===== config.mk =====
export PLATFORM = sky130hd
export DESIGN_NAME = arf_register_bank
export DESIGN_NICKNAME = d
export VERILOG_FILES = /design/src/inc/arf_pkg.sv /design/src/hw/arf_register_bank.sv
export SDC_FILE = /design/constraint.sdc
export NUM_CORES = 1
export LEC_CHECK = 0
export BUFFER_PORTS_ARGS = -buffer_cell sky130_fd_sc_hd__buf_2
export CAP_MARGIN = 20
export CORE_MARGIN = 3
export CORE_UTILIZATION = 45
export DETAILED_ROUTE_END_ITERATION = 12
export GPL_ROUTABILITY_DRIVEN = 0
export PLACE_DENSITY = 0.75
export SLEW_MARGIN = 0
export SYNTH_ARGS = -nofsm -noshare
export SYNTH_HDL_FRONTEND = slang
export SYNTH_SLANG_ARGS = --single-unit
export TNS_END_PERCENT = 5

===== constraint.sdc =====
create_clock -name CLOCK -period 6.9 [get_ports CLOCK]
set_input_delay 1.035 -clock CLOCK [delete_from_list [all_inputs] [get_ports CLOCK]]
set_output_delay 1.035 -clock CLOCK [all_outputs]
set_load 0.05 [all_outputs]

===== src/inc/arf_pkg.sv =====
// Package with register offsets, field layouts, thresholds and carriers for the register bank.
package arf_pkg;

  // ********************
  // Register word offsets
  // ********************
  localparam logic [7:0] OFS_FEATURE_SETTINGS = 8'h01;
  localparam logic [7:0] OFS_DISPLAY_PARAMETERS = 8'h02;
  localparam logic [7:0] OFS_UNIT_SELECTION = 8'h03;
  localparam logic [7:0] OFS_FIRST_ALARM_SETPOINT = 8'h06;
  localparam logic [7:0] OFS_SECOND_ALARM_SETPOINT = 8'h07;
  localparam logic [7:0] OFS_ALARM_ERROR_CONFIG = 8'h16;
  localparam logic [7:0] OFS_SET_HOURS = 8'h41;
  localparam logic [7:0] OFS_SET_YEAR = 8'h45;
  localparam logic [7:0] OFS_STATUS_ERROR_FLAGS = 8'h4D;
  localparam logic [7:0] OFS_CLOCK_HOUR_MIN = 8'h4E;
  localparam logic [7:0] OFS_CLOCK_SEC_DAY = 8'h4F;
  localparam logic [7:0] OFS_CLOCK_MONTH_YEAR = 8'h50;

  // ********************
  // Field masks and reset values
  // ********************
  localparam logic [15:0] SETTINGS_MASK = 16'h003F;
  localparam logic [15:0] UNITS_MASK = 16'h383F;
  localparam logic [15:0] ALARM_CFG_MASK = 16'h001F;
  localparam logic [15:0] STATUS_MASK = 16'h07FF;
  localparam logic [15:0] SETTINGS_RESET = 16'h0000;
  localparam logic [15:0] DISPLAY_RESET = 16'h3232;
  localparam logic [15:0] UNITS_RESET = 16'h0000;
  localparam logic [15:0] ALARM_CFG_RESET = 16'h0000;
  localparam logic [15:0] SETPOINT_RESET = 16'h4E20;
  localparam logic [7:0] PERCENT_MAX = 8'h64;
  localparam logic [7:0] PERCENT_STEP = 8'h0A;

  // ********************
  // Value encodings
  // ********************
  localparam int F_OFFSET = 20000;
  localparam int G_OFFSET = 20000;
  localparam int K_OFFSET = 32767;
  localparam int FG_RAW_MAX = 40000;
  localparam logic [1:0] ALARM_OFF = 2'h0;
  localparam logic [1:0] ALARM_LOW = 2'h1;
  localparam logic [1:0] ALARM_HIGH = 2'h2;
  localparam logic [2:0] EXT_NONE = 3'h0;
  localparam logic [2:0] EXT_DEWPOINT = 3'h1;
  localparam logic [2:0] EXT_TEMPERATURE = 3'h2;
  localparam logic [2:0] EXT_PRESSURE = 3'h3;
  localparam logic [2:0] EXT_OTHER = 3'h4;

  // ********************
  // Detection thresholds
  // ********************
  localparam int LOOP_MIN_UA = 3600;
  localparam int LOOP_MAX_UA = 21000;
  localparam int CELL_WINDOW_HUNDREDTHS = 15;
  localparam int CELL_MIN_TENTHS = -500;
  localparam int CELL_MAX_TENTHS = 800;
  localparam int PRESS_MIN_MBAR = 700;
  localparam int PRESS_MAX_MBAR = 1300;
  localparam logic [12:0] O2_CODE_LOW = 13'h0001;
  localparam logic [12:0] O2_CODE_HIGH = 13'h1FFF;

  // ********************
  // External sensor scaling limits in the one-decimal raw format
  // ********************
  localparam logic [15:0] DEW_C_LO = 16'h4A38;
  localparam logic [15:0] DEW_C_HI = 16'h4EE8;
  localparam logic [15:0] DEW_F_LO = 16'h4858;
  localparam logic [15:0] DEW_F_HI = 16'h50C8;
  localparam logic [15:0] DEW_K_LO = 16'h54E2;
  localparam logic [15:0] DEW_K_HI = 16'h5992;
  localparam logic [15:0] TMP_C_LO = 16'h4C2C;
  localparam logic [15:0] TMP_C_HI = 16'h5208;
  localparam logic [15:0] TMP_F_LO = 16'h4BDC;
  localparam logic [15:0] TMP_F_HI = 16'h5668;
  localparam logic [15:0] TMP_K_LO = 16'h56D6;
  localparam logic [15:0] TMP_K_HI = 16'h5CB2;
  localparam logic [15:0] PRS_ZERO = 16'h4E20;
  localparam logic [15:0] PRS_PSIA_HI = 16'h4FD9;
  localparam logic [15:0] PRS_BAR_HI = 16'h4E3E;
  localparam logic [15:0] PRS_KPA_HI = 16'h5A00;

  // ********************
  // Timing
  // ********************
  localparam int CLOCK_HZ = 50000000;
  localparam int TICK_MS = 1;
  localparam int TICK_CYCLES = CLOCK_HZ / 1000 * TICK_MS;
  localparam int STABLE_MINUTES = 15;
  localparam int STABLE_TICKS = STABLE_MINUTES * 60000 / TICK_MS;
  localparam int FLASH_MS = 500;
  localparam int FLASH_TICKS = FLASH_MS / TICK_MS;

  // ********************
  // Carriers
  // ********************
  typedef struct packed {
    logic out_of_range;
    logic [15:0] o2_raw;
    logic [15:0] comp_loop_ua;
    logic [15:0] ext_loop_ua;
    logic [15:0] cell_temp_raw;
    logic [15:0] cell_setpoint_c;
    logic [15:0] pressure_mbar;
    logic [12:0] o2_code;
    logic [15:0] board_temp_raw;
  } arf_meas_s;

  typedef struct packed {
    logic [7:0] hours;
    logic [7:0] minutes;
    logic [7:0] seconds;
    logic [7:0] day;
    logic [7:0] month;
    logic [7:0] year;
  } arf_rtc_s;

  typedef struct packed {
    logic red_steady;
    logic red_flash;
    logic yellow1;
    logic yellow2;
    logic error_level_high;
  } arf_ind_s;

endpackage


===== src/hw/arf_register_bank.sv =====
// Register bank with status flags, indicator priorities and clock packing for the analyzer.
//
// Operation
// - Settings bits 0-5 drive six feature enables.
// - Display word: brightness high, contrast low byte.
// - Units: temperature bits 1:0, pressure bits 3:2.
// - Units bit 4 calibration type, bit 5 date.
// - Units bits 13:11 pick external sensor quantity.
// - Unsigned registers hold raw 0 to 65535.
// - One-decimal format: raw minus 20000, over ten.
// - Two-decimal format: raw minus 20000, over hundred.
// - Whole-number format: raw minus 32767.
// - Clock reads pack two fields, one per byte.
// - Clock writes use only the low byte.
// - Temperature sensor scaling limits per unit.
// - Pressure sensor scaling limits per unit.
// - Dew point sensor scaling limits per unit.
// - Status word read-only, writes ignored.
// - Status bits 0-3: display, range, alarms.
// - Loop current faults flash red, priority two.
// - Cell temperature flag until stable for 15 minutes.
// - Cell temperature sensor fault outside -50..80.
// - Pressure sensor fault outside 700..1300 mbar.
// - Oxygen code extremes and board overtemperature flag.
// - Alarm config codes two alarms' types.
// - Alarm config bit 4 selects error level.
module arf_register_bank #(
  parameter int TICK_CYCLES = arf_pkg::TICK_CYCLES,
  parameter int STABLE_TICKS = arf_pkg::STABLE_TICKS,
  parameter int FLASH_TICKS = arf_pkg::FLASH_TICKS
) (
  // Clock and reset
  input wire logic CLOCK,
  input wire logic RST,
  // Register access port
  input wire logic [7:0] REG_ADDR,
  input wire logic REG_WR,
  input wire logic [15:0] REG_WDATA,
  input wire logic REG_RD,
  output logic [15:0] REG_RDATA,
  output logic REG_RVALID,
  // Measurements and real-time clock
  input wire arf_pkg::arf_meas_s MEAS,
  input wire arf_pkg::arf_rtc_s RTC,
  // Clock setting
  output logic RTC_SET,
  output logic [2:0] RTC_SET_FIELD,
  output logic [7:0] RTC_SET_VALUE,
  // Feature enables, display, units and external scaling
  output logic [5:0] FEATURE_EN,
  output logic [7:0] BRIGHTNESS,
  output logic [7:0] CONTRAST,
  output logic [1:0] TEMP_UNIT,
  output logic [1:0] PRESS_UNIT,
  output logic TWO_GAS_CAL,
  output logic US_DATE,
  output logic [2:0] EXT_QUANTITY,
  output logic [15:0] EXT_SCALE_ZERO,
  output logic [15:0] EXT_SCALE_SPAN,
  // Status and indicators
  output logic [15:0] STATUS,
  output arf_pkg::arf_ind_s INDICATORS
);

  // ********************
  // Registers
  // ********************
  logic [15:0] settings_r;
  logic [15:0] display_r;
  logic [15:0] units_r;
  logic [15:0] alarm_cfg_r;
  logic [15:0] setpoint1_r;
  logic [15:0] setpoint2_r;
  logic [15:0] status_r;
  logic [15:0] status_nxt;

  // ********************
  // Address decode
  // ********************
  wire logic wr_settings = REG_WR && REG_ADDR == arf_pkg::OFS_FEATURE_SETTINGS;
  wire logic wr_display = REG_WR && REG_ADDR == arf_pkg::OFS_DISPLAY_PARAMETERS;
  wire logic wr_units = REG_WR && REG_ADDR == arf_pkg::OFS_UNIT_SELECTION;
  wire logic wr_alarm_cfg = REG_WR && REG_ADDR == arf_pkg::OFS_ALARM_ERROR_CONFIG;
  wire logic wr_sp1 = REG_WR && REG_ADDR == arf_pkg::OFS_FIRST_ALARM_SETPOINT;
  wire logic wr_sp2 = REG_WR && REG_ADDR == arf_pkg::OFS_SECOND_ALARM_SETPOINT;
  wire logic wr_clock = REG_WR && REG_ADDR >= arf_pkg::OFS_SET_HOURS
    && REG_ADDR <= arf_pkg::OFS_SET_YEAR;
  wire logic [7:0] clock_index = REG_ADDR - arf_pkg::OFS_SET_HOURS;

  // Display percentages are accepted only on the documented 10 % grid.
  wire logic bright_ok = REG_WDATA[15:8] <= arf_pkg::PERCENT_MAX
    && (REG_WDATA[15:8] % arf_pkg::PERCENT_STEP) == 8'h00;
  wire logic contrast_ok = REG_WDATA[7:0] <= arf_pkg::PERCENT_MAX
    && (REG_WDATA[7:0] % arf_pkg::PERCENT_STEP) == 8'h00;

  always_ff @(posedge CLOCK) begin
    if (RST) begin
      settings_r <= arf_pkg::SETTINGS_RESET;
      display_r <= arf_pkg::DISPLAY_RESET;
      units_r <= arf_pkg::UNITS_RESET;
      alarm_cfg_r <= arf_pkg::ALARM_CFG_RESET;
      setpoint1_r <= arf_pkg::SETPOINT_RESET;
      setpoint2_r <= arf_pkg::SETPOINT_RESET;
    end else begin
      if (wr_settings) begin
        settings_r <= REG_WDATA & arf_pkg::SETTINGS_MASK;
      end
      if (wr_display && bright_ok) begin
        display_r[15:8] <= REG_WDATA[15:8];
      end
      if (wr_display && contrast_ok) begin
        display_r[7:0] <= REG_WDATA[7:0];
      end
      if (wr_units) begin
        units_r <= REG_WDATA & arf_pkg::UNITS_MASK;
      end
      if (wr_alarm_cfg) begin
        alarm_cfg_r <= REG_WDATA & arf_pkg::ALARM_CFG_MASK;
      end
      if (wr_sp1) begin
        setpoint1_r <= REG_WDATA;
      end
      if (wr_sp2) begin
        setpoint2_r <= REG_WDATA;
      end
    end
  end

  // ********************
  // Clock setting
  // ********************
  always_ff @(posedge CLOCK) begin
    if (RST) begin
      RTC_SET <= 1'b0;
      RTC_SET_FIELD <= 3'h0;
      RTC_SET_VALUE <= 8'h00;
    end else begin
      RTC_SET <= wr_clock;
      if (wr_clock) begin
        RTC_SET_FIELD <= clock_index[2:0];
        RTC_SET_VALUE <= REG_WDATA[7:0];
      end
    end
  end

  // ********************
  // Value decoding
  // ********************
  wire logic signed [17:0] cell_tenths = 18'(signed'({2'b00, MEAS.cell_temp_raw}))
    - 18'(arf_pkg::F_OFFSET);
  wire logic signed [17:0] board_whole = 18'(signed'({2'b00, MEAS.board_temp_raw}))
    - 18'(arf_pkg::K_OFFSET);
  wire logic signed [17:0] setpoint_whole = signed'({2'b00, MEAS.cell_setpoint_c});
  wire logic signed [21:0] cell_hundredths = 22'(cell_tenths) * 22'sd10;
  wire logic signed [21:0] setpoint_hundredths = 22'(setpoint_whole) * 22'sd100;
  wire logic signed [21:0] cell_error = cell_hundredths - setpoint_hundredths;
  wire logic cell_in_window = cell_error <= 22'(arf_pkg::CELL_WINDOW_HUNDREDTHS)
    && cell_error >= -22'(arf_pkg::CELL_WINDOW_HUNDREDTHS);

  // Both alarm setpoints and the reading share the offset format, so raw order is value order.
  wire logic o2_below_sp1 = MEAS.o2_raw < setpoint1_r;
  wire logic o2_above_sp1 = MEAS.o2_raw > setpoint1_r;
  wire logic o2_below_sp2 = MEAS.o2_raw < setpoint2_r;
  wire logic o2_above_sp2 = MEAS.o2_raw > setpoint2_r;
  wire logic [1:0] first_alarm_type = alarm_cfg_r[1:0];
  wire logic [1:0] second_alarm_type = alarm_cfg_r[3:2];
  wire logic low_alarm = (first_alarm_type == arf_pkg::ALARM_LOW && o2_below_sp1)
    || (second_alarm_type == arf_pkg::ALARM_LOW && o2_below_sp2);
  wire logic high_alarm = (first_alarm_type == arf_pkg::ALARM_HIGH && o2_above_sp1)
    || (second_alarm_type == arf_pkg::ALARM_HIGH && o2_above_sp2);

  // ********************
  // Cell temperature stability timer
  // ********************
  logic [31:0] tick_cnt_r;
  logic tick_r;
  logic [31:0] stable_cnt_r;
  wire logic cell_settled = stable_cnt_r >= 32'(STABLE_TICKS);

  always_ff @(posedge CLOCK) begin
    if (RST) begin
      tick_cnt_r <= 32'h0000_0000;
      tick_r <= 1'b0;
    end else if (tick_cnt_r == 32'(TICK_CYCLES - 1)) begin
      tick_cnt_r <= 32'h0000_0000;
      tick_r <= 1'b1;
    end else begin
      tick_cnt_r <= tick_cnt_r + 32'h0000_0001;
      tick_r <= 1'b0;
    end
  end

  always_ff @(posedge CLOCK) begin
    if (RST) begin
      stable_cnt_r <= 32'h0000_0000;
    end else if (!cell_in_window) begin
      stable_cnt_r <= 32'h0000_0000;
    end else if (tick_r && !cell_settled) begin
      stable_cnt_r <= stable_cnt_r + 32'h0000_0001;
    end
  end

  // ********************
  // Status word
  // ********************
  always_comb begin
    status_nxt = 16'h0000;
    status_nxt[0] = settings_r[4];
    status_nxt[1] = MEAS.out_of_range;
    status_nxt[2] = low_alarm;
    status_nxt[3] = high_alarm;
    status_nxt[4] = MEAS.comp_loop_ua < 16'(arf_pkg::LOOP_MIN_UA)
      || MEAS.comp_loop_ua > 16'(arf_pkg::LOOP_MAX_UA);
    status_nxt[5] = MEAS.ext_loop_ua < 16'(arf_pkg::LOOP_MIN_UA)
      || MEAS.ext_loop_ua > 16'(arf_pkg::LOOP_MAX_UA);
    status_nxt[6] = !cell_settled;
    status_nxt[7] = cell_tenths < 18'(arf_pkg::CELL_MIN_TENTHS)
      || cell_tenths > 18'(arf_pkg::CELL_MAX_TENTHS);
    status_nxt[8] = MEAS.pressure_mbar < 16'(arf_pkg::PRESS_MIN_MBAR)
      || MEAS.pressure_mbar > 16'(arf_pkg::PRESS_MAX_MBAR);
    status_nxt[9] = MEAS.o2_code <= arf_pkg::O2_CODE_LOW
      || MEAS.o2_code >= arf_pkg::O2_CODE_HIGH;
    status_nxt[10] = board_whole > setpoint_whole;
  end

  always_ff @(posedge CLOCK) begin
    if (RST) begin
      status_r <= 16'h0000;
    end else begin
      status_r <= status_nxt & arf_pkg::STATUS_MASK;
    end
  end

  // ********************
  // Indicators
  // ********************
  logic [31:0] flash_cnt_r;
  logic flash_phase_r;
  wire logic prio1_fault = |status_r[10:6];
  wire logic prio2_fault = |status_r[5:4];

  always_ff @(posedge CLOCK) begin
    if (RST) begin
      flash_cnt_r <= 32'h0000_0000;
      flash_phase_r <= 1'b0;
    end else if (tick_r) begin
      if (flash_cnt_r == 32'(FLASH_TICKS - 1)) begin
        flash_cnt_r <= 32'h0000_0000;
        flash_phase_r <= !flash_phase_r;
      end else begin
        flash_cnt_r <= flash_cnt_r + 32'h0000_0001;
      end
    end
  end

  always_ff @(posedge CLOCK) begin
    if (RST) begin
      INDICATORS <= '0;
    end else begin
      INDICATORS.red_steady <= prio1_fault;
      INDICATORS.red_flash <= !prio1_fault && prio2_fault && flash_phase_r;
      INDICATORS.yellow1 <= status_r[2];
      INDICATORS.yellow2 <= status_r[3];
      INDICATORS.error_level_high <= alarm_cfg_r[4];
    end
  end

  // ********************
  // External sensor scaling
  // ********************
  logic [15:0] scale_zero;
  logic [15:0] scale_span;
  wire logic [1:0] ext_temp_unit = units_r[1:0];
  wire logic [1:0] ext_press_unit = units_r[3:2];

  always_comb begin
    scale_zero = arf_pkg::PRS_ZERO;
    scale_span = arf_pkg::PRS_ZERO;
    unique case (units_r[13:11])
      arf_pkg::EXT_DEWPOINT: begin
        unique case (ext_temp_unit)
          2'h1: begin
            scale_zero = arf_pkg::DEW_F_LO;
            scale_span = arf_pkg::DEW_F_HI;
          end
          2'h2: begin
            scale_zero = arf_pkg::DEW_K_LO;
            scale_span = arf_pkg::DEW_K_HI;
          end
          default: begin
            scale_zero = arf_pkg::DEW_C_LO;
            scale_span = arf_pkg::DEW_C_HI;
          end
        endcase
      end
      arf_pkg::EXT_TEMPERATURE: begin
        unique case (ext_temp_unit)
          2'h1: begin
            scale_zero = arf_pkg::TMP_F_LO;
            scale_span = arf_pkg::TMP_F_HI;
          end
          2'h2: begin
            scale_zero = arf_pkg::TMP_K_LO;
            scale_span = arf_pkg::TMP_K_HI;
          end
          default: begin
            scale_zero = arf_pkg::TMP_C_LO;
            scale_span = arf_pkg::TMP_C_HI;
          end
        endcase
      end
      arf_pkg::EXT_PRESSURE: begin
        scale_zero = arf_pkg::PRS_ZERO;
        unique case (ext_press_unit)
          2'h1: scale_span = arf_pkg::PRS_BAR_HI;
          2'h2: scale_span = arf_pkg::PRS_KPA_HI;
          default: scale_span = arf_pkg::PRS_PSIA_HI;
        endcase
      end
      default: begin
        scale_zero = arf_pkg::PRS_ZERO;
        scale_span = arf_pkg::PRS_ZERO;
      end
    endcase
  end

  // ********************
  // Configuration outputs
  // ********************
  always_ff @(posedge CLOCK) begin
    if (RST) begin
      FEATURE_EN <= 6'h00;
      BRIGHTNESS <= 8'h00;
      CONTRAST <= 8'h00;
      TEMP_UNIT <= 2'h0;
      PRESS_UNIT <= 2'h0;
      TWO_GAS_CAL <= 1'b0;
      US_DATE <= 1'b0;
      EXT_QUANTITY <= 3'h0;
      EXT_SCALE_ZERO <= 16'h0000;
      EXT_SCALE_SPAN <= 16'h0000;
      STATUS <= 16'h0000;
    end else begin
      FEATURE_EN <= settings_r[5:0];
      BRIGHTNESS <= display_r[15:8];
      CONTRAST <= display_r[7:0];
      TEMP_UNIT <= units_r[1:0];
      PRESS_UNIT <= units_r[3:2];
      TWO_GAS_CAL <= units_r[4];
      US_DATE <= units_r[5];
      EXT_QUANTITY <= units_r[13:11];
      EXT_SCALE_ZERO <= scale_zero;
      EXT_SCALE_SPAN <= scale_span;
      STATUS <= status_r;
    end
  end

  // ********************
  // Read path
  // ********************
  logic [15:0] rd_mux;

  always_comb begin
    unique case (REG_ADDR)
      arf_pkg::OFS_FEATURE_SETTINGS: rd_mux = settings_r;
      arf_pkg::OFS_DISPLAY_PARAMETERS: rd_mux = display_r;
      arf_pkg::OFS_UNIT_SELECTION: rd_mux = units_r;
      arf_pkg::OFS_FIRST_ALARM_SETPOINT: rd_mux = setpoint1_r;
      arf_pkg::OFS_SECOND_ALARM_SETPOINT: rd_mux = setpoint2_r;
      arf_pkg::OFS_ALARM_ERROR_CONFIG: rd_mux = alarm_cfg_r;
      arf_pkg::OFS_STATUS_ERROR_FLAGS: rd_mux = status_r;
      arf_pkg::OFS_CLOCK_HOUR_MIN: rd_mux = {RTC.hours, RTC.minutes};
      arf_pkg::OFS_CLOCK_SEC_DAY: rd_mux = {RTC.seconds, RTC.day};
      arf_pkg::OFS_CLOCK_MONTH_YEAR: rd_mux = {RTC.month, RTC.year};
      default: rd_mux = 16'h0000;
    endcase
  end

  always_ff @(posedge CLOCK) begin
    if (RST) begin
      REG_RDATA <= 16'h0000;
      REG_RVALID <= 1'b0;
    end else begin
      REG_RVALID <= REG_RD;
      if (REG_RD) begin
        REG_RDATA <= rd_mux;
      end
    end
  end

endmodule


==> impl_metrics.ini <==
[run]
drv_cap = 0

[sta]
final-max-slew-violation-count = 0
hold_viol_final = 0
finalSetupViolations = 0
period_needed_ns = 6.38
max_freq_mhz = 157
setup_slack_ns = 0.525
worst_slew_pin_slew_ns = 0.963
rsz0062_at_grt = false
max-slew-margin-rel_pct = 35.8
skew_ns = 0.0140
period_share_pct = 92.4

[power_and_ir_drop]
p_seq_share_pct = 34.8
switching_share_pct = 33.3
vdd_drop_max_mv = 0.200
pwr-share-comb_pct = 34.2
p_leak_nw = 8.42
p_int_mw = 3.10
clkPwrFrac_pct = 31.0
power.net_switching_mw = 1.55
finalPower_mw = 4.65
p_per_area_nw_per_um2 = 237

[clocking]
cts_buffers = 27
path_clk_slew_ns = 0.06
cts_max_path_buffers = 3
htree_levels = 1
numClockSinks = 275
clock_latency_ns = 0.53
hold_buffers = 0
tritoncts = built
clock_tree.root_cell = clkbuf_16
post_cts_resized = 0
post_cts_buffers = 0

[logic_synthesis]
yosysTopAreaCell = dfxtp_1
synthArstFlopShare_pct = 0
synth_area_leaders = dfxtp_1 (33%), ha_1 (12%), nor2_1 (4.7%)
seq_area_frac_synth_pct = 32.5
syn_inst = 2051
yosysTopAreaCellShare_pct = 32.5
synthesis.area_um2 = 16900
synth_edf_count = 0
yosys_warnings = 0
ys_ff_latch = 275
ys_types = 79
syn_area_per_cell_um2 = 8.25
synth-main-ff-cell = dfxtp_1

[routing]
dr.pass1.iters = 5
ant_nets = 0
wl_met1_um = 19300
routed_wl_um = 46300
drcViolationCount = 0
wl_per_cell_um = 16.4
drt_iter0_markers = 1050
vias_per_cell = 5.55
top_layer = met4
dr_wl_met3_um = 2960
vias = 15660
wl_met2_um = 22500

[finish]
multi_input_area_um2 = 10400
seq_area_um2 = 5510
nNetsFinal = 2683
fillers = 3406
drive_above_1_share_pct = 17.1
areaGrowthSynthToFinish_pct = 15.9

[worst_hold_path]
hold_path_class = register to register

[global_route]
grt_pass1_wl_um = 73500
grt_start_max_net_pins = 62
grt_pass1_vias = 14906
antenna_found_initial = 5
grtUsageTotal_pct = 22.2
overflow = 0

[die]
die_w_um = 200
io_pins = 315
start_util_pct = 45.9
die_h_um = 200
std_cell_rows = 70
die_area_um2 = 40000
core_um2 = 36900

[setup_path]
cp_slowest_cell = or4_1
critPathKind = primary input to register
crit_path_end_kind = register
cp-start-kind = primary input
arrival_ns = 6.81
cp_slowest_stage_delay_ns = 0.54
cp_max_fo = 12
cp.required_ns = 7.34
crit_path_frequent_cell = ha_1

[outcome]
status = finished, final reports clean

[placement]
dp_hpwl_um = 36000
numPortBuffers = 304
pre_cts_slack_ns = -0.0875
-- cells by family after synthesis --
kind of cell / Yosys count / synth area share, %
and+or+nand+nor: 760 / 21.8
xor gates and xnor gates: 146 / 7.60
DFF: 275 / 32.5
adders and majority gates: 181 / 14.0
other: 1 / 0.0222
AOI/OAI and AO/OA: 423 / 17.2
buffers and inverters: 249 / 5.98
muxes: 16 / 0.953
-- sequential cells by signal (all words and copies together) (netlist names), 3 cells and up --
name / flops
BRIGHTNESS: 8
CONTRAST: 8
EXT_QUANTITY: 3
EXT_SCALE_SPAN: 14
EXT_SCALE_ZERO: 11
FEATURE_EN: 5
INDICATORS: 3
REG_RDATA: 16
RTC_SET_FIELD: 3
RTC_SET_VALUE: 8
STATUS: 11
alarm_cfg_r: 5
display_r: 16
flash_cnt_r: 32
setpoint1_r: 16
setpoint2_r: 16
settings_r: 6
stable_cnt_r: 32
status_r: 11
tick_cnt_r: 32
units_r: 9
-- worst paths after layout --
kind | from | endpoint | slack [ns] | depth (start not counted)
hold reg to reg | stable_cnt_r[28] | stable_cnt_r[28] | 0.43 | 2
setup reg to reg | stable_cnt_r[8] | stable_cnt_r[17] | 3.83 | 10
hold / removal | stable_cnt_r[28] | stable_cnt_r[28] | 0.43 | 2
setup / recovery | MEAS[51] | stable_cnt_r[0] | 0.52 | 25
-- synth_stat cells, types with 5 or more instances --
cell type	count
xor2_1	76
or4_1	7
and4_1	9
nor3_1	46
dfxtp_1	275
a21o_1	16
xnor2_1	69
nand3_1	68
mux2i_1	15
o21ai_0	57
a22oi_1	15
o22ai_1	6
o211ai_1	16
a211oi_1	14
a21oi_1	145
nand2b_1	13
nand4_1	47
or3_1	12
a31oi_1	8
o21a_1	17
nor4_1	24
nor2_1	210
fa_1	13
and3_1	18
nor2b_1	56
buf_4	15
inv_1	143
nor3b_1	12
nand2_1	193
clkbuf_1	80
o2111ai_1	5
a211oi_2	18
ha_1	168
and2_1	18
a22o_1	14
a222oi_1	15
or2_2	13
a221oi_1	19
a311oi_1	17
-- layout make-up --
cell class / count / share of cell area [%]
timing repair buffer: 316 / 8.31
inverter: 144 / 2.75
multi-input combinational: 1536 / 53.2
tap: 504 / 3.21
antenna: 5 / 0.0638
clock buffer: 36 / 3.92
sequential: 275 / 28.1
clock inverter: 7 / 0.465
-- metrics by stage --
stage	TNS, ns	std cells	hold WS, ns	cell area (um2)	util, %
finish	0	2823	0.431	19600	53.2
global route	0	2823	0.447	19600	53.2
CTS	0	2818	0.432	19600	53.2
detailed placement	-0.898	2775	0.422	18800	50.9
global placement	0	2775	0.419	18800	50.9
floorplan	0	2060	0.412	17000	-
-- cell usage in the layout, fill, tap and decap left out, types with 17 or more instances in the layout --
cell | synthesis | routed
xnor2_1 | 69 | 69
dfxtp_1 | 275 | 275
nor2b_1 | 56 | 56
a211oi_2 | 18 | 18
nor3_1 | 46 | 46
buf_2 | 4 | 303
nor2_1 | 210 | 210
nand4_1 | 47 | 47
o21ai_0 | 57 | 56
xor2_1 | 76 | 76
o21a_1 | 17 | 17
nand3_1 | 68 | 68
clkbuf_16 | 0 | 27
nor4_1 | 24 | 24
a311oi_1 | 17 | 17
ha_1 | 168 | 168
inv_1 | 143 | 143
nand2_1 | 193 | 193
and3_1 | 18 | 18
and2_1 | 18 | 18
a221oi_1 | 19 | 19
a21oi_1 | 145 | 145
-- worst max-delay path: cells and delay by family --
family	cells	cell delay (ns)
buffers and inverters	4	0.44
adder cells (fa/ha/maj)	5	1.63
XOR/XNOR	1	0.16
AND/OR/NAND/NOR	5	1.53
AO/OA/AOI/OAI	10	2.00
-- per-layer routing --
layer / vias up / GRT usage (%)
li1: 7701 / -
met5: - / 0
met4: 0 / 7.99
met1: 7320 / 26.7
met3: 94 / 2.79
met2: 545 / 40.7
-- power groups by stage --
stage / Clock (mW) / Combinational, mW / Sequential (mW)
6_report: 1.44 / 1.59 / 1.62
5_1_grt: 1.53 / 1.78 / 1.62
3_5_place_dp: 0 / 1.56 / 1.65
2_1_floorplan: 0 / 1.18 / 1.69
4_1_cts: 1.47 / 1.57 / 1.62
3_3_place_gp: 0 / 1.51 / 1.65
Note: power is estimated with default switching activity, not from simulation.
